<file path="config.mk">
export PLATFORM = sky130hd
export DESIGN_NAME = vft_top
export DESIGN_NICKNAME = d
export VERILOG_FILES = /design/src/core/vft_pkg.sv /design/src/core/vft_trs_if.sv /design/src/core/vft_trs_align.sv /design/src/core/vft_top.sv
export SDC_FILE = /design/constraint.sdc
export NUM_CORES = 1
export LEC_CHECK = 0
export BUFFER_PORTS_ARGS = -buffer_cell sky130_fd_sc_hd__buf_2
export CAP_MARGIN = 20
export CELL_PAD_IN_SITES_DETAIL_PLACEMENT = 1
export CELL_PAD_IN_SITES_GLOBAL_PLACEMENT = 1
export CORE_ASPECT_RATIO = 1.5
export CORE_MARGIN = 1.5
export CORE_UTILIZATION = 47
export CTS_CLUSTER_DIAMETER = 40
export DETAILED_ROUTE_END_ITERATION = 8
export PLACE_DENSITY = 0.91
export SKIP_LAST_GASP = 1
export SYNTH_ARGS = -nofsm -noshare
export SYNTH_HDL_FRONTEND = slang
export SYNTH_SLANG_ARGS = --single-unit
</file>
<file path="constraint.sdc">
create_clock -name clock -period 7.1 [get_ports clock]
set_input_delay 0.355 -clock clock [delete_from_list [all_inputs] [get_ports clock]]
set_output_delay 0.355 -clock clock [all_outputs]
set_load 0.02 [all_outputs]
</file>
<file path="src/core/vft_pkg.sv">
/*
  vft_pkg: register map, field layout, timing reference codes and raster
  figures for the video format and word framing block.
  assumes: used by name only (vft_pkg::name), never imported.
*/
package vft_pkg;

  // ----------------------------------------------------------------------
  // register map (index times four gives the byte address)
  // ----------------------------------------------------------------------
  localparam logic [7:0] VFT_CTRL_IDX  = 8'h0b;             // format force + framing
  localparam logic [7:0] VFT_STAT_IDX  = 8'h0c;             // detected format status
  localparam logic [7:0] VFT_CTRL_ADDR = {VFT_CTRL_IDX[5:0], 2'b00};
  localparam logic [7:0] VFT_STAT_ADDR = {VFT_STAT_IDX[5:0], 2'b00};
  localparam int         VFT_REG_W     = 10;                // register width

  // ----------------------------------------------------------------------
  // control register fields
  // ----------------------------------------------------------------------
  localparam int VFT_FMT_LSB   = 0;                         // 5-bit format code
  localparam int VFT_FMT_W     = 5;
  localparam int VFT_HD_BIT    = 5;                         // high rate family lock
  localparam int VFT_SD_BIT    = 6;                         // standard rate family lock
  localparam int VFT_STYLE_BIT = 7;                         // framing style
  localparam int VFT_RLGN_BIT  = 8;                         // realign permit
  localparam logic [9:0] VFT_CTRL_RST = 10'h080;            // framing style set

  // ----------------------------------------------------------------------
  // status register fields
  // ----------------------------------------------------------------------
  localparam int VFT_H_BIT    = 5;
  localparam int VFT_V_BIT    = 6;
  localparam int VFT_F_BIT    = 7;
  localparam int VFT_NSP_BIT  = 8;
  localparam int VFT_LOCK_BIT = 9;

  // ----------------------------------------------------------------------
  // timing reference sequence
  // ----------------------------------------------------------------------
  localparam logic [9:0] VFT_TRS_ONES  = 10'h3ff;
  localparam logic [9:0] VFT_TRS_ZEROS = 10'h000;
  localparam int VFT_TW_H   = 6;                            // timing word bits
  localparam int VFT_TW_V   = 7;
  localparam int VFT_TW_F   = 8;
  localparam int VFT_TW_ONE = 9;                            // always one
  localparam int VFT_FMT_HD_BIT  = 4;                       // code bit: HD family
  localparam int VFT_FMT_625_BIT = 3;                       // code bit: 625 family

  // ----------------------------------------------------------------------
  // format codes
  // ----------------------------------------------------------------------
  localparam logic [4:0] VFT_F_NONE   = 5'h00;
  localparam logic [4:0] VFT_F_525_54 = 5'h01;
  localparam logic [4:0] VFT_F_525_36 = 5'h02;
  localparam logic [4:0] VFT_F_525_27 = 5'h03;
  localparam logic [4:0] VFT_F_625_54 = 5'h09;
  localparam logic [4:0] VFT_F_625_36 = 5'h0a;
  localparam logic [4:0] VFT_F_625_27 = 5'h0b;
  localparam logic [4:0] VFT_F_1035I  = 5'h11;
  localparam logic [4:0] VFT_F_1080I30 = 5'h12;
  localparam logic [4:0] VFT_F_1080P30 = 5'h13;
  localparam logic [4:0] VFT_F_1080I25 = 5'h19;
  localparam logic [4:0] VFT_F_1080P25 = 5'h1a;
  localparam logic [4:0] VFT_F_1250I25 = 5'h1c;
  localparam logic [4:0] VFT_F_1080P24 = 5'h1d;
  localparam logic [4:0] VFT_F_720P60  = 5'h14;

  // ----------------------------------------------------------------------
  // raster figures: total lines, words per line, active lines
  // ----------------------------------------------------------------------
  localparam logic [11:0] VFT_L525  = 12'h20d;
  localparam logic [11:0] VFT_L625  = 12'h271;
  localparam logic [11:0] VFT_L1125 = 12'h465;
  localparam logic [11:0] VFT_L1250 = 12'h4e2;
  localparam logic [11:0] VFT_L750  = 12'h2ee;
  localparam logic [11:0] VFT_S3432 = 12'hd68;
  localparam logic [11:0] VFT_S2288 = 12'h8f0;
  localparam logic [11:0] VFT_S1716 = 12'h6b4;
  localparam logic [11:0] VFT_S3456 = 12'hd80;
  localparam logic [11:0] VFT_S2304 = 12'h900;
  localparam logic [11:0] VFT_S1728 = 12'h6c0;
  localparam logic [11:0] VFT_S2200 = 12'h898;
  localparam logic [11:0] VFT_S2640 = 12'ha50;
  localparam logic [11:0] VFT_S2376 = 12'h948;
  localparam logic [11:0] VFT_S2750 = 12'habe;
  localparam logic [11:0] VFT_S1650 = 12'h672;
  localparam logic [11:0] VFT_A1035 = 12'h40b;

  // framing state, one-hot
  typedef enum logic [1:0] {
    VFT_FRM_HUNT = 2'b01,
    VFT_FRM_LOCK = 2'b10
  } vft_frm_e;

endpackage

</file>
<file path="src/core/vft_trs_if.sv">
/*
  vft_trs_if: carries the sequence search result and the chosen word
  boundary between the framing controller and the bit aligner.
  assumes: both ends on the same word clock.
*/
`timescale 1ns/1ns
interface vft_trs_if;
  logic       hit;        // sequence found this cycle
  logic [3:0] hit_off;    // bit offset of that sequence
  logic [9:0] tword;      // its timing word
  logic [3:0] align;      // word boundary in use
  logic [9:0] word;       // realigned output word

  modport aligner (output hit, output hit_off, output tword, output word, input align);
  modport ctrl    (input hit, input hit_off, input tword, input word, output align);
endinterface

</file>
<file path="src/core/vft_trs_align.sv">
/*
  vft_trs_align: bit history of the raw word stream, search for the
  3ff/000/000 sequence at every bit offset, and word realignment.
  assumes: raw words arrive on the word clock, one per edge, oldest bit
  in the upper end of each word.
*/
`timescale 1ns/1ns
module vft_trs_align #(
  parameter int W = 10                          // word width
) (
  input  wire logic     clock,
  input  wire logic     resetn,
  input  wire logic [W-1:0] raw_word,
  vft_trs_if.aligner    trs
);

  // ----------------------------------------------------------------------
  // history: five words cover any offset plus the timing word
  // ----------------------------------------------------------------------
  logic [5*W-1:0] hist_r;                       // newest word in low bits
  logic [W-1:0]   hits;                         // one flag per offset
  logic [3:0]     off_nxt;                      // lowest offset hit

  // shift in one raw word per cycle
  always_ff @(posedge clock) begin
    if (!resetn) begin
      hist_r <= '0;
    end else begin
      hist_r <= {hist_r[4*W-1:0], raw_word};
    end
  end

  // sequence match
  // each offset looks for ones, zeros, zeros, then a timing word with msb set
  genvar g;
  generate
    for (g = 0; g < W; g++) begin : g_off
      assign hits[g] = (hist_r[g+4*W-1 -: W] == vft_pkg::VFT_TRS_ONES)
                     && (hist_r[g+3*W-1 -: W] == vft_pkg::VFT_TRS_ZEROS)
                     && (hist_r[g+2*W-1 -: W] == vft_pkg::VFT_TRS_ZEROS)
                     && hist_r[g+vft_pkg::VFT_TW_ONE];
    end
  endgenerate

  // priority pick; two hits in one cycle cannot both be legal sequences
  always_comb begin
    off_nxt = '0;
    for (int i = W-1; i >= 0; i--) begin
      if (hits[i]) begin
        off_nxt = 4'(i);
      end
    end
  end

  // registered result and realigned word
  always_ff @(posedge clock) begin
    if (!resetn) begin
      trs.hit     <= 1'b0;
      trs.hit_off <= '0;
      trs.tword   <= '0;
      trs.word    <= '0;
    end else begin
      trs.hit     <= |hits;
      trs.hit_off <= off_nxt;
      trs.tword   <= hist_r[off_nxt +: W];
      trs.word    <= hist_r[trs.align +: W];
    end
  end

endmodule

</file>
<file path="src/core/vft_top.sv">
/*
  vft_top: word framing on timing reference sequences, raster format
  detection and confinement, timing bit status, APB register slave.
  assumes: runs on the recovered word clock; raw words come from the
  deserialiser on that same clock; APB master on that clock as well.
*/
// Decided for this implementation: register access over APB.
// Overview of operation
// - forced code admits only that one format
// - code bit 4 marks HD formats
// - code bit 3 marks 625 family, 1080 24p included
// - SD codes 01,02,03 and 09,0a,0b
// - HD codes 11,12,13,19,1a,1c,1d,14
// - high family lock alone confines search to HD
// - standard family lock alone confines search to SD
// - both clear searches all rates
// - style and permit clear: align once, keep
// - off-boundary sequence sets flag until aligned one
// - style one: flag acts as realign permit
// - style zero, permit one: realign every sequence
// - framing style resets to one
// - detected format reported in same code layout
// - 1.001 rate variants report same code
// - H, V, F from timing bits 6,7,8
// - H, V, F held for the field
`timescale 1ns/1ns
module vft_top #(
  parameter int W = 10                         // word width
) (
  input  wire logic        clock,
  input  wire logic        resetn,
  // raw words from the deserialiser
  input  wire logic [W-1:0] raw_word,
  // framed words and events
  output logic [W-1:0]     video_word,
  output logic             trs_seen,
  output logic             new_sync_position_flag,
  // rate family search enables towards the frequency lock
  output logic             hd_search_en,
  output logic             sd_search_en,
  // APB slave
  input  wire logic        psel,
  input  wire logic        penable,
  input  wire logic        pwrite,
  input  wire logic [7:0]  paddr,
  input  wire logic [31:0] pwdata,
  output logic [31:0]      prdata,
  output logic             pready,
  output logic             pslverr
);

  // ----------------------------------------------------------------------
  // declarations
  // ----------------------------------------------------------------------
  vft_trs_if trs ();                           // aligner link

  vft_pkg::vft_frm_e frm_r;                    // framing state
  vft_pkg::vft_frm_e frm_nxt;
  logic [3:0]   align_r;                       // word boundary in use
  logic [3:0]   align_nxt;
  logic         nsp_r;                         // new sync position flag
  logic         nsp_nxt;
  logic [9:0]   ctrl_r;                        // control register
  logic [31:0]  prdata_r;                      // read data, loaded at setup
  logic         pslverr_r;                     // error, loaded at setup
  logic         on_bound;                      // hit on current boundary
  logic         permit;                        // effective realign permit
  logic         eav;                           // aligned end-of-line mark
  logic [11:0]  wcnt_r;                        // words since last eav
  logic [11:0]  lcnt_r;                        // lines this frame
  logic [11:0]  acnt_r;                        // active lines this frame
  logic         sawf_r;                        // field bit seen this frame
  logic         vprev_r;                       // last seen vertical bit
  logic [11:0]  len_r;                         // words per line, measured
  logic [11:0]  lines_r;                       // lines per frame, measured
  logic [11:0]  act_r;                         // active lines, measured
  logic         intl_r;                        // interlaced, measured
  logic         frame_end;                     // vertical blanking starts, field 0
  logic [4:0]   cand;                          // raw classification
  logic [4:0]   fmt_r;                         // reported format
  logic [4:0]   fmt_nxt;
  logic [2:0]   hvf_r;                         // held timing bits
  logic         fprev_r;                       // field bit of held set
  logic         hvf_valid_r;                   // held set loaded once
  logic         wr_ctrl;                       // control register write
  logic         setup;                         // apb setup phase
  logic [4:0]   force_code;                    // forced format code
  logic         high_rate_family_lock;                       // high rate family lock
  logic         standard_rate_family_lock;                       // standard rate family lock

  // ----------------------------------------------------------------------
  // aligner
  // ----------------------------------------------------------------------
  vft_trs_align #(
    .W        (W)
  ) u_align (
    .clock    (clock),
    .resetn   (resetn),
    .raw_word (raw_word),
    .trs      (trs)
  );

  assign trs.align = align_r;

  // ----------------------------------------------------------------------
  // control fields
  // ----------------------------------------------------------------------
  assign force_code = ctrl_r[vft_pkg::VFT_FMT_LSB +: vft_pkg::VFT_FMT_W];
  assign high_rate_family_lock    = ctrl_r[vft_pkg::VFT_HD_BIT];
  assign standard_rate_family_lock    = ctrl_r[vft_pkg::VFT_SD_BIT];

  // ----------------------------------------------------------------------
  // word framing
  // ----------------------------------------------------------------------
  assign on_bound = (trs.hit_off == align_r);

  // style one lets the flag act as the permit
  // style zero takes the permit bit as written
  // an external loop only works with style zero, so the bit passes as is
  assign permit = ctrl_r[vft_pkg::VFT_STYLE_BIT] ? nsp_r
                                                 : ctrl_r[vft_pkg::VFT_RLGN_BIT];

  // framing next state
  always_comb begin
    frm_nxt   = frm_r;
    align_nxt = align_r;
    nsp_nxt   = nsp_r;
    case (frm_r)
      vft_pkg::VFT_FRM_HUNT: begin
        // first valid sequence fixes the boundary
        if (trs.hit) begin
          frm_nxt   = vft_pkg::VFT_FRM_LOCK;
          align_nxt = trs.hit_off;
          nsp_nxt   = 1'b0;
        end
      end
      vft_pkg::VFT_FRM_LOCK: begin
        if (trs.hit && on_bound) begin
          nsp_nxt = 1'b0;
        end else if (trs.hit && permit) begin
          align_nxt = trs.hit_off;
          nsp_nxt   = 1'b0;
        end else if (trs.hit) begin
          // flag the off-boundary sequence, keep alignment
          nsp_nxt = 1'b1;
        end
      end
      default: begin
        frm_nxt   = vft_pkg::VFT_FRM_HUNT;
        align_nxt = '0;
        nsp_nxt   = 1'b0;
      end
    endcase
  end

  // framing registers
  always_ff @(posedge clock) begin
    if (!resetn) begin
      frm_r   <= vft_pkg::VFT_FRM_HUNT;
      align_r <= '0;
      nsp_r   <= 1'b0;
    end else begin
      frm_r   <= frm_nxt;
      align_r <= align_nxt;
      nsp_r   <= nsp_nxt;
    end
  end

  // sequence events only count once framed on the same boundary
  assign eav = trs.hit && on_bound && (frm_r == vft_pkg::VFT_FRM_LOCK)
             && trs.tword[vft_pkg::VFT_TW_H];

  // ----------------------------------------------------------------------
  // raster measurement
  // ----------------------------------------------------------------------
  // only word counts, line and active line counts and the field bit are measured, so a 1.001 rate
  // variant of the same raster lands on the same code
  assign frame_end = eav && trs.tword[vft_pkg::VFT_TW_V] && !vprev_r
                   && !trs.tword[vft_pkg::VFT_TW_F];

  // words per line
  always_ff @(posedge clock) begin
    if (!resetn) begin
      wcnt_r <= '0;
      len_r  <= '0;
    end else if (eav) begin
      wcnt_r <= 12'h001;
      len_r  <= wcnt_r;
    end else if (wcnt_r != '1) begin
      wcnt_r <= wcnt_r + 12'h001;
    end
  end

  // lines, active lines and interlace per frame
  always_ff @(posedge clock) begin
    if (!resetn) begin
      lcnt_r  <= '0;
      acnt_r  <= '0;
      sawf_r  <= 1'b0;
      vprev_r <= 1'b0;
      lines_r <= '0;
      act_r   <= '0;
      intl_r  <= 1'b0;
    end else if (frame_end) begin
      lcnt_r  <= 12'h001;
      acnt_r  <= '0;
      sawf_r  <= 1'b0;
      vprev_r <= 1'b1;
      lines_r <= lcnt_r;
      act_r   <= acnt_r;
      intl_r  <= sawf_r;
    end else if (eav) begin
      lcnt_r  <= lcnt_r + 12'h001;
      acnt_r  <= acnt_r + {11'h000, !trs.tword[vft_pkg::VFT_TW_V]};
      sawf_r  <= sawf_r | trs.tword[vft_pkg::VFT_TW_F];
      vprev_r <= trs.tword[vft_pkg::VFT_TW_V];
    end
  end

  // ----------------------------------------------------------------------
  // classification
  // ----------------------------------------------------------------------
  // HD codes carry bit 4 set
  // 625 family bit 3 set, and 1080 24p too
  always_comb begin
    cand = vft_pkg::VFT_F_NONE;
    case (lines_r)
      vft_pkg::VFT_L525: begin
        if (len_r == vft_pkg::VFT_S3432) cand = vft_pkg::VFT_F_525_54;
        else if (len_r == vft_pkg::VFT_S2288) cand = vft_pkg::VFT_F_525_36;
        else if (len_r == vft_pkg::VFT_S1716) cand = vft_pkg::VFT_F_525_27;
      end
      vft_pkg::VFT_L625: begin
        if (len_r == vft_pkg::VFT_S3456) cand = vft_pkg::VFT_F_625_54;
        else if (len_r == vft_pkg::VFT_S2304) cand = vft_pkg::VFT_F_625_36;
        else if (len_r == vft_pkg::VFT_S1728) cand = vft_pkg::VFT_F_625_27;
      end
      // 1125 line codes, split by rate, scan and active lines
      vft_pkg::VFT_L1125: begin
        if (len_r == vft_pkg::VFT_S2200) begin
          if (!intl_r) cand = vft_pkg::VFT_F_1080P30;
          else if (act_r == vft_pkg::VFT_A1035) cand = vft_pkg::VFT_F_1035I;
          else cand = vft_pkg::VFT_F_1080I30;
        end else if (len_r == vft_pkg::VFT_S2640) begin
          cand = intl_r ? vft_pkg::VFT_F_1080I25 : vft_pkg::VFT_F_1080P25;
        end else if (len_r == vft_pkg::VFT_S2750) begin
          cand = vft_pkg::VFT_F_1080P24;
        end
      end
      vft_pkg::VFT_L1250: begin
        if (len_r == vft_pkg::VFT_S2376) cand = vft_pkg::VFT_F_1250I25;
      end
      vft_pkg::VFT_L750: begin
        if (len_r == vft_pkg::VFT_S1650) cand = vft_pkg::VFT_F_720P60;
      end
      default: begin
        cand = vft_pkg::VFT_F_NONE;
      end
    endcase
  end

  // confinement of what may be reported
  always_comb begin
    fmt_nxt = cand;
    if (force_code != vft_pkg::VFT_F_NONE) begin
      // a forced code admits that one format alone
      // the code is compared whole, never as a range
      if (cand != force_code) fmt_nxt = vft_pkg::VFT_F_NONE;
    end else if (high_rate_family_lock && !standard_rate_family_lock) begin
      if (!cand[vft_pkg::VFT_FMT_HD_BIT]) fmt_nxt = vft_pkg::VFT_F_NONE;
    end else if (standard_rate_family_lock && !high_rate_family_lock) begin
      if (cand[vft_pkg::VFT_FMT_HD_BIT]) fmt_nxt = vft_pkg::VFT_F_NONE;
    end
  end

  // detected format held in status, same code layout
  always_ff @(posedge clock) begin
    if (!resetn) begin
      fmt_r <= vft_pkg::VFT_F_NONE;
    end else begin
      fmt_r <= fmt_nxt;
    end
  end

  // search enables toward the frequency lock
  always_comb begin
    if (force_code != vft_pkg::VFT_F_NONE) begin
      hd_search_en = force_code[vft_pkg::VFT_FMT_HD_BIT];
      sd_search_en = !force_code[vft_pkg::VFT_FMT_HD_BIT];
    end else begin
      // high family lock alone drops SD search
      // standard family lock alone drops HD search
      hd_search_en = high_rate_family_lock || !standard_rate_family_lock;
      sd_search_en = standard_rate_family_lock || !high_rate_family_lock;
    end
  end

  // ----------------------------------------------------------------------
  // timing bit status
  // ----------------------------------------------------------------------
  // H, V, F from timing word bits 6, 7, 8
  // reloaded on the first eav and when the field bit changes, held otherwise
  always_ff @(posedge clock) begin
    if (!resetn) begin
      hvf_r       <= '0;
      fprev_r     <= 1'b0;
      hvf_valid_r <= 1'b0;
    end else if (eav && (!hvf_valid_r
                 || (trs.tword[vft_pkg::VFT_TW_F] != fprev_r))) begin
      hvf_r       <= {trs.tword[vft_pkg::VFT_TW_F],
                      trs.tword[vft_pkg::VFT_TW_V],
                      trs.tword[vft_pkg::VFT_TW_H]};
      fprev_r     <= trs.tword[vft_pkg::VFT_TW_F];
      hvf_valid_r <= 1'b1;
    end
  end

  // ----------------------------------------------------------------------
  // data outputs
  // ----------------------------------------------------------------------
  assign video_word             = trs.word;
  assign new_sync_position_flag = nsp_r;

  // one-cycle pulse on every aligned sequence
  always_ff @(posedge clock) begin
    if (!resetn) begin
      trs_seen <= 1'b0;
    end else begin
      trs_seen <= trs.hit && on_bound && (frm_r == vft_pkg::VFT_FRM_LOCK);
    end
  end

  // ----------------------------------------------------------------------
  // APB slave
  // ----------------------------------------------------------------------
  // no wait states: read data is prepared in the setup phase
  assign setup   = psel && !penable;
  assign wr_ctrl = psel && penable && pwrite && (paddr == vft_pkg::VFT_CTRL_ADDR);
  assign pready  = 1'b1;
  assign prdata  = prdata_r;
  assign pslverr = pslverr_r;

  always_ff @(posedge clock) begin
    if (!resetn) begin
      ctrl_r <= vft_pkg::VFT_CTRL_RST;
    end else if (wr_ctrl) begin
      ctrl_r <= pwdata[vft_pkg::VFT_REG_W-1:0];
    end
  end

  // read data and error, loaded at setup so they stand in the access phase
  always_ff @(posedge clock) begin
    if (!resetn) begin
      prdata_r  <= '0;
      pslverr_r <= 1'b0;
    end else if (setup) begin
      prdata_r  <= '0;
      pslverr_r <= 1'b0;
      if (paddr == vft_pkg::VFT_CTRL_ADDR) begin
        prdata_r[vft_pkg::VFT_REG_W-1:0] <= ctrl_r;
      end else if (paddr == vft_pkg::VFT_STAT_ADDR) begin
        // status is read only; a write is accepted and ignored
        prdata_r[vft_pkg::VFT_REG_W-1:0] <= {(frm_r == vft_pkg::VFT_FRM_LOCK),
                                            nsp_r, hvf_r, fmt_r};
      end else begin
        // unmapped: error, read zero
        pslverr_r <= 1'b1;
      end
    end
  end

endmodule

</file>
# Word-level counts from Yosys, hierarchy flattened
# Index checks and enable logic that the tools add are counted.
dict set report totals {
  regBits 188
  in_bits 55
  wordCells 213
}
dict set report classes {
  addsub 3
  eq_ne 39
  shifts 2
  n_mux 55
  bitwise 3
  n_reduce_logical 84
}
# operator n
set op_table {}
lappend op_table {{zero test 10 bit} 20}
lappend op_table {{== test 10 bit, second input constant} 10}
lappend op_table {{== test 12 bit, second input constant} 8}
lappend op_table {{== test 12 x 11 -> 1 bit, second input constant} 6}
lappend op_table {{two-way mux 4 bit} 17}
lappend op_table {{two-way mux 5 bit} 10}
lappend op_table {{indexed part select 50 x 5 -> 10 bit} 1}
lappend op_table {{indexed part select 50 x 5 -> 9 bit} 1}
lappend op_table {{logical AND 1 bit} 44}
lappend op_table {{== test 12 x 10 -> 1 bit, second input constant} 3}
lappend op_table {{one-hot mux 5 bit (5 select lines)} 1}
lappend op_table {{adder 12 x 1 -> 12 bit, second input constant} 2}
lappend op_table {{two-way mux 10 bit} 2}
lappend op_table {{== test 8 x 6 -> 1 bit, second input constant} 2}
lappend op_table {{two-way mux 1 bit} 15}
lappend op_table {{two-way mux 2 bit} 7}
lappend op_table {{adder 12 x 1 -> 12 bit} 1}
lappend op_table {{inequality test 12 bit, second input constant} 1}
lappend op_table {{OR reduction 10 bit} 1}
lappend op_table {{zero test 1 bit} 8}
lappend op_table {{one-hot mux 4 bit (2 select lines)} 1}
lappend op_table {{inequality test 5 bit} 1}
lappend op_table {{nonzero test 5 bit} 1}
lappend op_table {{== test 4 bit} 1}
lappend op_table {{15 further kinds} 22}

# Logic depth before layout (Yosys ltp)
# Gate-level depths: netlist (run 1).
dict set report depth {
  depth_word 15
  mapped_depth 10
  ltp_nobuf 9
}

# By module
# A second synthesis (run 1) with hierarchy kept.
dict set report hier_totals {
  cells_unflattened 1032
  area_unflattened_um2 9206.3
}
# mod n_inst cells_per_inst area_per_inst_um2 seq_area_each_um2
set by_module_without_submodules {}
lappend by_module_without_submodules {vft_top 1 647 5449.0 2262.2}
lappend by_module_without_submodules {vft_trs_align 1 385 3757.4 1481.4}

# Worst setup path before layout (run 1)
# OpenSTA, ideal clock, no wires.
dict set report synth_timing {
  path_type {reg2reg}
  startpoint {register len_r[0]}
  endpoint {register fmt_r[1]}
  setup_time_ns 0.071
  t_arrival_ns 2.533
  t_required_ns 7.029
  path_slack_ns 4.496
  path_stages_with_launch 9
  synth_period_minus_slack_ns 2.604
  path_cell_list {dfxtp_1 or4_4 or4_1 a31oi_1 a211oi_1 xnor2_1 a2111oi_2 a41oi_2 a21oi_1}
}
dict set report synth_between {
  elab_chain_len 9
  word_cells_on_any_way 30
  classes_between {eq/ne (12); mux (18)}
}
# item line_no
set synth_rtl {}
lappend synth_rtl {{start, declared} vft_top.sv:74} ;# logic [11:0] len_r;
lappend synth_rtl {{start signal, assigned} vft_top.sv:188} ;# len_r <= wcnt_r;
lappend synth_rtl {{== test 12 x 11 -> 1 bit, or another cell as far along} vft_top.sv:236} ;# else if (len_r == vft_pkg::VFT_S1728) cand = vft_pkg::VFT_F_625_27;
lappend synth_rtl {{two-way mux 4 bit, or another cell as far along} vft_top.sv:236}
lappend synth_rtl {{two-way mux 4 bit, or another cell as far along} vft_top.sv:235} ;# else if (len_r == vft_pkg::VFT_S2304) cand = vft_pkg::VFT_F_625_36;
lappend synth_rtl {{two-way mux 4 bit, or another cell as far along} vft_top.sv:234} ;# if (len_r == vft_pkg::VFT_S3456) cand = vft_pkg::VFT_F_625_54;
lappend synth_rtl {{one-hot mux 5 bit (5 select lines) *} vft_top.sv:227} ;# case (lines_r)
lappend synth_rtl {{two-way mux 4 bit} vft_top.sv:272} ;# if (cand[vft_pkg::VFT_FMT_HD_BIT]) fmt_nxt = vft_pkg::VFT_F_NONE;
lappend synth_rtl {{two-way mux 5 bit} vft_top.sv:271} ;# end else if (standard_rate_family_lock && !high_rate_family_lock) begin
lappend synth_rtl {{two-way mux 5 bit} vft_top.sv:269} ;# end else if (high_rate_family_lock && !standard_rate_family_lock) begin
lappend synth_rtl {{two-way mux 5 bit *} vft_top.sv:265} ;# if (force_code != vft_pkg::VFT_F_NONE) begin
lappend synth_rtl {{end signal, assigned} vft_top.sv:279} ;# fmt_r <= vft_pkg::VFT_F_NONE;
lappend synth_rtl {{end signal, assigned} vft_top.sv:281} ;# fmt_r <= fmt_nxt;
lappend synth_rtl {{end, declared} vft_top.sv:80} ;# logic [4:0] fmt_r;
# Every way passes the cells marked *; elsewhere a longest branch is shown, timed or not.
# A chain may end at the register's enable or synchronous reset.

# Worst setup path in the final report (run 1)
dict set report layout_timing {
  startpoint {register align_r[3]}
  endpoint {register sawf_r}
}
dict set report layout_between {
  elab_chain_len 8
}
# item line_no
set layout_rtl {}
lappend layout_rtl {{start, declared} vft_top.sv:59} ;# logic [3:0] align_r;
lappend layout_rtl {{start signal, assigned} vft_top.sv:164} ;# align_r <= align_nxt;
lappend layout_rtl {{== test 4 bit *} vft_top.sv:115} ;# assign on_bound = (trs.hit_off == align_r);
lappend layout_rtl {{logical AND 1 bit * (2 in a row)} vft_top.sv:170} ;# assign eav = trs.hit && on_bound && (frm_r == vft_pkg::VFT_FRM_LOCK)
lappend layout_rtl {{logical AND 1 bit *} vft_top.sv:171} ;# && trs.tword[vft_pkg::VFT_TW_H];
lappend layout_rtl {{logical AND 1 bit (2 in a row)} vft_top.sv:178} ;# assign frame_end = eav && trs.tword[vft_pkg::VFT_TW_V] && !vprev_r
lappend layout_rtl {{logical AND 1 bit} vft_top.sv:179} ;# && !trs.tword[vft_pkg::VFT_TW_F];
lappend layout_rtl {{OR reduction 2 bit (no line)} --}
lappend layout_rtl {{end signal, assigned} vft_top.sv:215} ;# sawf_r <= sawf_r | trs.tword[vft_pkg::VFT_TW_F];
lappend layout_rtl {{end, declared} vft_top.sv:72} ;# logic sawf_r;
# Marked as above.

==> results, run 1 <==
- The run finished with clean final reports.
- The first global-routing pass estimated 40.90 mm of wire.
- The commonest non-fill, non-tap cell in the layout is dfxtp_1.
- The final routed wirelength across all metal layers is 26.01 mm.
- The number of hold violations in the final report was 0.
- Summed over all failing endpoints, the final setup total negative slack is 0 ps.
- Detailed routing inserted a total of 7807 vias.
- Synthesis handed over a netlist of 1051 instances.
- The maximum frequency from static timing analysis is 258.6 MHz.
- The wire length per cell is between 15 and 20 um.
- For the worst setup path, the data required time is between 7000 and 8000 ps.
- The worst setup path is of the reg -> reg kind.
- The sum of internal, switching and leakage power is ~2.1 mW.
- TritonCTS built the clock tree.
- Counting flops with an async set or reset pin after synthesis yields a share of 0%.
- Setup repair after global routing left no endpoint under its margin.
- The largest incremental delay on the critical path is 890 ps.
- The critical path goes through xnor2_1, nand3_1, nor2_1, nand3_1, buf_4, or4_1, nand2_1, nor2_1.
- The worst reg2reg path depth is 8.
- Entering global routing, the biggest net connects 65 pins.
- Buffers added to address setup during post-CTS repair amount to 0.
- The flip-flop cell with the highest count after synthesis is dfxtp_1.
- The worst setup path is captured at a flop.
- The final estimated routing congestion in global placement is 0.8821.
- The total power density per cell area is 214.1 nW/um^2.
- The maximum fanout count along the critical path is 27.
- The floorplan die width is 114.8 um.
- The number of global-route vias before repair came to between 8000 and 9000.
- The hold-fix buffer count after cts is 0.
- The cell row count is 61.
- After synthesis, the netlist uses 71 different library cells.
- STA classifies the critical path startpoint as a flop.
- After the last flow step, the layout net total stands at roughly 1100.
- The final hold slack is between 100 and 150 ps.
- For this configuration, the core starts out at a cell density of a little under half.
- Dividing the synthesized area by the synthesized cell count gives roughly 8.4 sq um.
- Buffers inserted during clock tree synthesis total 17.
- The time the final worst path needs with I/O delays and setup is 3868 ps.
- Clock latency on the worst-skew pair, taken at its later pin, is about 450 ps.
- The clock root buffer is clkbuf_16.
- The reg-to-reg setup timing slack is about 3200 ps.
- The synthesis-to-finish area growth is 10.92%.
- The largest vdd supply drop is about 0.21 mV.
- Once detail routing completed, the nets flagged for antenna violations numbered 0.
- The maximum level of the CTS H-tree is 4.
- In the routed design, unresolved DRC markers number 0.
- For the pin with the worst max-slew slack, the measured transition is about 970 ps.
- The number of iterations in the first detailed-routing pass is 5.
- The number of antenna violations at the first check in global routing is 0.
- The highest-delay cell along the critical path is dfxtp_1.
- Across every metal layer, demand over resource in global routing totals a little over a quarter.
- The standard cell core area is 18470 sq um.
- The static leakage power is between 3 and 4 nW.
- The antenna diode count is 0.
- The worst setup path endpoint is sawf_r.
- The half-perimeter wire length of the detailed placement result is ~17 mm.
- In this run the critical register-to-register path is captured at sawf_r.
- Setup violations remaining at the end of the flow were counted as 0.
- The first element of the critical path is align_r[3].
- Cells with a size suffix above 1 make up 13.37% of the layout.
- The relative slew slack is between 30% and 40%.
- The number of synthesized register bits is 180.
- The yosys synthesis warning count is 0.
- After synthesis the cells add up to a little under 9000 sq um.
- The count of routing violations after the opening detailed-route iteration is 312.
- For this design the top-level I/O count stands at approximately 100.
- The number of resized instances in the post-cts repair step is 0.
- The number of input and output port buffers inserted is 57.
- The full die area is between 15000 and 20000 sq um.
- The portion of the post-synthesis area used by sequential elements is between 40 and 50%.
- The number of sinks driven by the clock tree is 180.
- The total grt overflow is 0.
- The clock edge transition at the registers on the reported setup and hold paths is ~70 ps.
- The number of slew-limit violations in the final report is 0.
- The number of max-cap violations is 0.
- The startpoint identified for the worst register-to-register timing path is align_r[3].
- The top cell types in the final layout, fill and taps aside, are dfxtp_1, nand2_1, a21oi_1, nor2_1, buf_2.
- The ratio of routed vias to standard cells is 5.809.
- From bottom edge to top edge, the die measures around 170 um.
- The number of synthesized flops with an enable pin is 0.
- The worst path arrival time is 4160 ps.
- The maximum number of buffers from clock root to sink is 2.
- The largest clock skew in the final design is 15.47 ps.
- The worst hold path belongs to the class in -> reg.
- The final critical path takes up around 54% of the cycle.
- The share of the core filled with cells is ~53%.
## metal layers
layer  vias to the layer above  share of wire [%]  track usage [%]
met2                       226                 54            50.09
met5                         -                  0                0
met4                         0                5.4            16.43
met3                       105                3.3            4.924
li1                       3676                  -                -
met1                      3800                 37            26.82
## power breakdown
group	total, mW	internal (mW)	switching (mW)
sequential	1.04	1.02	0.0179
combinational	0.0876	0.0292	0.0585
clock	0.965	0.512	0.454
## critical path, delay by kind of cell (launching register included)
family | cells | cell delay [ps]
AND/OR/NAND/NOR | 6 | 2370
flip-flops | 1 | 890
XOR/XNOR | 1 | 200
buffers and inverters | 1 | 230
## cell type report
cell class	count	area, sq um
Fill cell	2207	8696
Sequential cell	180	3603
Clock buffer	18	439.2
Inverter	17	63.81
Timing Repair Buffer	65	345.3
Clock inverter	14	161.4
Multi-Input combinational cell	798	4846
Tap cell	252	315.3
## cells by family (layout without fill, tap and decap cells)
| kind of cell | Yosys count | after routing | synth area share, % |
|---|---|---|---|
| fa+ha+maj | 6 | 6 | 0.8519 |
| flops | 180 | 180 | 40.89 |
| other cells | 2 | 23 | 0.08522 |
| buf+inv | 94 | 114 | 5.140 |
| compound gates | 170 | 170 | 11.34 |
| mux | 55 | 55 | 7.369 |
| xor+xnor | 36 | 36 | 3.578 |
| simple gates | 508 | 508 | 30.74 |
## cell usage after synthesis, types with 13 or more instances
cell type  number  area [sq um]
and2_1         55         344.1
mux2i_1        39         390.4
nor2b_1        18         112.6
clkbuf_1       43         161.4
nand2_1       160         600.6
dfxtp_1       180          3603
and3_1         13         81.33
xnor2_1        22         192.7
nand4_1        32         200.2
buf_4          24         180.2
nor3_1         18         90.09
nor2_1         99         371.6
nand3_1        27         135.1
a21oi_1       105         525.5
o21ai_0        15         75.07
xor2_1         14         122.6
inv_1          16         60.06
## through the flow
step	std cells	area, sq um	setup WS [ps]
finish	1344	9774	3232
global route	1344	9774	2969
floorplan	1072	8891	4496
global placement	1311	9166	3516
CTS	1344	9774	3227
detailed placement	1312	9174	3347
## sequential cells by signal, indices dropped and copies added, names as in the netlist, 5 cells and up
register          cells
lines_r              12
prdata               10
u_align.hist_r       49
wcnt_r               12
lcnt_r               12
len_r                12
ctrl_r               10
acnt_r               12
act_r                12
u_align.trs.word     10
fmt_r                 5
## worst min path at each step
stage,to,from,cells past startpoint
2_1_floorplan,u_align.hist_r[10],u_align.hist_r[0],1
3_3_place_gp,act_r[1],act_r[1],2
3_5_place_dp,act_r[1],act_r[1],2
4_1_cts,u_align.hist_r[1],raw_word[1],2
5_1_grt,u_align.hist_r[4],raw_word[4],2
6_report,u_align.hist_r[1],raw_word[1],2
Note: power is estimated with default switching activity, not from simulation.
==> run 2, diff against run 1 <==
- CORE_UTILIZATION: 47 -> 44
- PLACE_DENSITY: 0.91 -> 0.87
- clock period: 7.1 -> 3.8 ns (I/O delays scaled with it)
==> run 2 against run 1 <==
Flip-flop and latch count stayed put. Clock power up 85%. Clock-buffer cell count unchanged. Sequential share of layout area down 0.78 points. Critical endpoint is now u_align.trs.tword[7].
==> results, run 2 (synthesis results as in run 1) <==
- The run finished with clean final reports.
- The number of antenna-violating nets in the routed design is 0.
- The number of antenna violations at the first check in global routing is 0.
- The relative slew slack is ~44%.
- The area after detailed placement is ~9200 sq um.
- Dividing the detail-routed via count by the number of cells gives 5.628.
- The number of hold violations in the final report is 0.
- The wire length of the first global-routing pass is between 40 and 50 mm.
- The cell area after layout is 9985 sq um.
- The effective utilization at floorplan is around 45%.
- The transition at the pin with the smallest max-transition slack is ~840 ps.
- The number of slew-limit violations in the final report is 0.
- The fraction of the cycle the final worst path needs is between 80 and 90%.
- The CTS tree is done.
- Ranked by flip-flop count, first place goes to u_align.hist_r.
- The critical path start-end classification is reg -> reg.
- The number of global-route vias before repair is 8232.
- For the worst-skew pair, the clock arrives at the later sink with an insertion delay of 440 ps.
- The number of max-cap violations is 0.
- The layer carrying the most global-route usage is met2.
- The region available for standard cell placement spans around 20000 sq um.
- The post-placement setup slack is between 600 and 700 ps.
- The summed negative setup slack over all endpoints is 0 ps.
- Detailed routing inserted a total of about 7700 vias.
- The cell sitting at the root of the clock tree is a clkbuf_16.
- Counting I/O delays and the setup requirement, the final critical path takes ~3200 ps.
- The maximum frequency from static timing analysis is ~310 MHz.
- After clock tree synthesis, the clock-pin slew on the worst setup and hold paths is ~70 ps.
- The sort of element at the end of the critical path is a flop.
- In this run the deepest clock path goes through 2 buffers.
- For this design, the sink count on the clock tree is 180.
- The layout net count is 1162.
- For this run, global-route usage on met2 was measured as a little under half.
- The die is 118.6 um wide.
- STA puts the critical path data required time at about 4200 ps.
- The share of layout cells above drive strength 1 is between 10% and 20%.
- The final estimated routing congestion in global placement is just under 0.9.
- STA classifies the critical path startpoint as a flop.
- The worst-case IR drop observed on VDD is roughly 0.30 mV.
- The die is approximately 180 um tall.
- The count of routing violations after the opening detailed-route iteration is about 270.
- The static leakage power is 3.626 nW.
- The final routed wirelength across all metal layers is approximately 25 mm.
- After global routing the overflow that remains totals 0.
- The post-CTS setup buffer count is 0.
- The area growth from synthesis to layout is 13.30%.
- The count of pins on the block boundary is slightly above 100.
- The flip-flop count of the largest register after layout is between 40 and 50.
- Setup repair after global routing left no endpoint under its margin.
- For this run, design rule violations remaining after detail routing come to 0.
- Summed over all nets, the half-perimeter wirelength after detailed placement is between 15 and 20 mm.
- Buffers inserted during clock tree synthesis total 17.
- The met3 usage is around 4.3%.
- The sum of internal, switching and leakage power is ~3.9 mW.
- Setup violations remaining at the end of the flow were counted as 0.
- In the layout the commonest cells are dfxtp_1, nand2_1, a21oi_1, nor2_1, buf_2.
- The repair_antennas step left the layout with diodes totalling 0.
- For this run, global-route usage on met1 was measured as between 20% and 30%.
- In the post-route analysis, the smallest setup slack over all paths is approximately 560 ps.
- For this design the ratio of total power to cell area is approximately 390 nW/um^2.
- The worst min-delay path class is in -> reg.
- The clock arrives with ~16 ps of skew.
- The die covers 20900 sq um.
- The cell row count is between 60 and 70.
- The wire length per cell is 18.21 um.
- The library cell used most frequently in the layout, excluding fill and tap cells, is dfxtp_1.
- The maximum level of the CTS H-tree is 4.
- Of all nets on the critical path, the largest fanout is 11.
- The number of iterations in the first detailed-routing pass is 4.
- The count of buffers added on input and output ports is 57.
- The largest net degree at the start of global routing is 62.
- In the global route stage, overall resource usage came out at 24.41%.
- The worst path arrival time is around 3600 ps.
- Setup slack on the worst reg-to-reg path comes out at ~560 ps.
- Once layout is complete, the utilization of the core stands at around 50%.
run 2: critical path: stages (launching register included):
cell and delay (ps):
dfxtp_1 340, nor4bb_1 690, o211ai_1 360, a211oi_2 380
nor2_1 250, o21a_1 250, a2111oi_1 630, a21oi_1 180
o21ai_1 100
run 2: layout make-up:
type | instances | area [sq um]
clock buffer | 18 | 439.2
clock inverter | 14 | 156.4
fill | 2379 | 9722
inverter | 17 | 63.81
multi-input combinational | 798 | 4846
sequential | 180 | 3603
tap | 260 | 325.3
timing repair buffer | 87 | 550.5
run 2: repair_timing:
| action | in CTS | in global routing |
|---|---|---|
| hold buffers | 16 | 0 |
| resized for setup | 0 | 0 |
| hold endpoints to repair | 16 | 0 |
| setup endpoints to repair | 0 | 0 |
run 2: report_power, final:
part	internal [mW]	total, mW	switching (mW)
Clock	0.956	1.79	0.835
Sequential	1.91	1.94	0.0323
Combinational	0.0660	0.178	0.112
Total	2.93	3.91	0.979
run 2: layer usage:
metal,part of all wire [%],wire length (um),up-vias
met3,2.7,677,73
li1,-,-,3718
met1,37,9288,3764
met4,4.3,1081,0
met2,56,13980,178
met5,0,0,-
run 2: worst paths after layout:
| path | from | to | cells past startpoint |
|---|---|---|---|
| hold reg to reg | act_r[3] | act_r[3] | 2 |
| setup / recovery | u_align.hist_r[34] | u_align.trs.tword[7] | 8 |
| setup reg to reg | u_align.hist_r[34] | u_align.trs.tword[7] | 8 |
| hold / removal | pwdata[5] | ctrl_r[5] | 3 |
run 2: per-stage QoR:
step / hold slack, ps / instances
finish: 22.18 / 1374
global route: 21.71 / 1374
CTS: 7.593 / 1374
detailed placement: 400.5 / 1326
global placement: 394.6 / 1325
floorplan: 314.1 / 1072
==> run 3, diff against run 2 <==
- CORE_MARGIN: 1.5 -> default
- CTS_CLUSTER_SIZE: default -> 8
- TNS_END_PERCENT: default -> 30
==> run 3 against run 2 <==
Register-to-register slack gained 80 ps. Clock-buffer cell count is 3 higher. Final area decreased by 0.36%. Die area shrank 1.4%. Power increased by 0.46%. Combinational power is essentially flat. Wire length rose by 5.8%. Clock power is essentially flat. Critical endpoint unchanged. Highest routed layer unchanged.
==> results, run 3 (synthesis results as in run 1) <==
- The maximum fanout count along the critical path is 11.
- The final routed wirelength across all metal layers is between 20 and 30 mm.
- For the pin with the worst max-slew slack, the measured transition is between 800 and 900 ps.
- Entering global routing, the biggest net connects just over 60 pins.
- The tool flagged a number of max-cap violations equal to 0.
- In the layout the commonest cells are dfxtp_1, nand2_1, a21oi_1, nor2_1, buf_2.
- In the final layout, the share of cells above drive strength 1 is 13.50%.
- For this run, global-route usage on met3 was measured as 4.123%.
- The static leakage power is 3.599 nW.
- The number of hold violations in the final report was 0.
- In the final timing run, aggregate negative setup slack is 0 ps.
- The worst setup path is of the reg -> reg kind.
- The number of slew-limit violations in the final report is 0.
- The time the final worst path needs with I/O delays and setup is about 3200 ps.
- The vertical die dimension is between 150 and 200 um.
- Setup violations remaining at the end of the flow were counted as 0.
- The largest vdd supply drop is between 0.3 and 0.4 mV.
- The flow ran to the end, and the final reports show no timing, DRC or antenna violations.
- The count of routing violations after the opening detailed-route iteration is 470.
- The largest clock skew in the final design is 13.61 ps.
- Compared with the post-synthesis result, the final layout area differs by 12.89%.
- The first TritonRoute pass finished after 6 iterations.
- Counting flops per register, the top entry is u_align.hist_r.
- The post-layout worst setup margin is 641.0 ps.
- Global routing consumed, on the met2 layer, between 40% and 50% of the routing resources.
- The tightest min-delay check is of the in -> reg type.
- In this run the tool buffered the top-level ports with 57 buffer cells.
- The maximum number of buffers from clock root to sink is 2.
- The maximum frequency from static timing analysis is around 320 MHz.
- The standard cell core area is 19710 sq um.
- After floorplanning, the core was divided into between 60 and 70 placement rows.
- Once the floorplan was initialized, standard cells occupied between 40% and 50% of the core.
- At the end of the flow the core is filled with cells to a little over 50%.
- For this run, design rule violations remaining after detail routing come to 0.
- Dividing total power by cell area gives a power density of 395.0 nW/um^2.
- TritonCTS built the clock tree.
- The wire length of the first global-routing pass is roughly 42 mm.
- The relative slew slack is 41.42%.
- The layout net count is 1159.
- The sum of internal, switching and leakage power is approximately 4 mW.
- In this run the horizontal extent of the chip is 117.6 um.
- The clock edge transition at the registers on the reported setup and hold paths is 70 ps.
- The global routing stage identified its most utilized layer as met2.
- Using the TritonRoute via totals, the vias-per-cell ratio works out to 5.834.
- TritonCTS created 17 clock buffers.
- The flip-flop count of the largest register after layout is 49.
- The tree built by TritonCTS fans out to 180 sinks.
- The congestion estimate from routability-driven global placement came to 0.8989.
- The count of nets left with antenna violations once routing finished came out at 0.
- The clock latency of the later-clocked register in the worst-skew pair is 440 ps.
- The wire length per cell is slightly below 20 um.
- Summed over all nets, the half-perimeter wirelength after detailed placement is around 17 mm.
- Prior to clock tree synthesis, the placed netlist has a worst setup slack of 733.5 ps.
- The post-CTS setup buffer count is 0.
- The vias after detailed routing is 7998.
- The tree is rooted in a clkbuf_16.
- The number of global-route vias before repair came to around 8300.
- The critical path required time is 4170 ps.
- The count of pins on the block boundary is around 100.
- Global routing finished with a remaining overflow of 0.
- The startpoint kind of the worst setup timing path is a flop.
- Setup repair after global routing left no endpoint under its margin.
- The filler cell count in the final layout is between 2000 and 2500.
- The number of antenna violations at the first check in global routing is 0.
- The commonest non-fill, non-tap cell in the layout is dfxtp_1.
- Across every metal layer, demand over resource in global routing totals 25.94%.
- At the worst endpoint, the arrival time is around 3500 ps.
- The fraction of the cycle the final worst path needs is 83.13%.
- The H-tree was split into 4 levels.
- The global-route track usage on met1 is between 20 and 30%.
- The worst setup path is captured at a flop.
- The antenna diode count is 0.
- The die covers a little over 20000 sq um.
-- run 3: cell types whose count changed in the layout (fill, tap and decap cells not counted), sizes merged, moves of 2 or more --
cell	delta
dlygate4sd3	-4
clkinvlp	+2
clkinv	-2
inv	-4
clkbuf	+3
-- run 3: final timing paths --
path                                          from                    to  slack [ps]  cells after the start
worst max register to register  u_align.hist_r[34]  u_align.trs.tword[7]         640                      8
worst min-delay path                     pwdata[1]             ctrl_r[1]          10                      3
worst min register to register            act_r[8]              act_r[8]         460                      2
worst max-delay path            u_align.hist_r[34]  u_align.trs.tword[7]         640                      8
-- run 3: worst max-delay path: stages, from the launching register on --
cell       delay, ps
dfxtp_1          350
nor4bb_1         610
o211ai_1         410
a211oi_2         400
nor2_1           250
o21a_1           250
a2111oi_1        520
a21oi_1          170
o21ai_1          120
-- run 3: what timing repair did --
action | 4_1_cts | 5_1_grt
hold buffers | 12 | 0
resized for setup | 0 | 0
endpoints found under the hold margin | 12 | 0
-- run 3: stage by stage --
step / hold slack, ps / area [sq um] / cells
6_report: 10.13 / 9948 / 1371
5_1_grt: 22.06 / 9948 / 1371
3_3_place_gp: 395.4 / 9229 / 1326
3_5_place_dp: 401.3 / 9236 / 1327
4_1_cts: 0.9007 / 9948 / 1371
2_1_floorplan: 314.1 / 8891 / 1072
-- run 3: area by class of cell --
| type | count | area [sq um] | share of cell area, % |
|---|---|---|---|
| Timing Repair Buffer | 84 | 518.0 | 5.207 |
| Sequential cell | 180 | 3603 | 36.22 |
| Multi-Input combinational cell | 798 | 4846 | 48.71 |
| Inverter | 17 | 63.81 | 0.6414 |
| Tap cell | 260 | 325.3 | 3.270 |
| Clock buffer | 21 | 450.4 | 4.528 |
| Clock inverter | 11 | 141.4 | 1.421 |
-- run 3: power by group --
part | switching (mW) | internal [mW] | total, mW
sequential | 0.0321 | 1.91 | 1.94
combinational | 0.113 | 0.0639 | 0.177
clock | 0.805 | 1.00 | 1.81
-- run 3: metal layers --
layer  share of wire (%)  up-vias
met5                   0        -
met1                  37     3982
met4                 5.4        0
met2                  55      200
met3                 2.8      103
li1                    -     3713
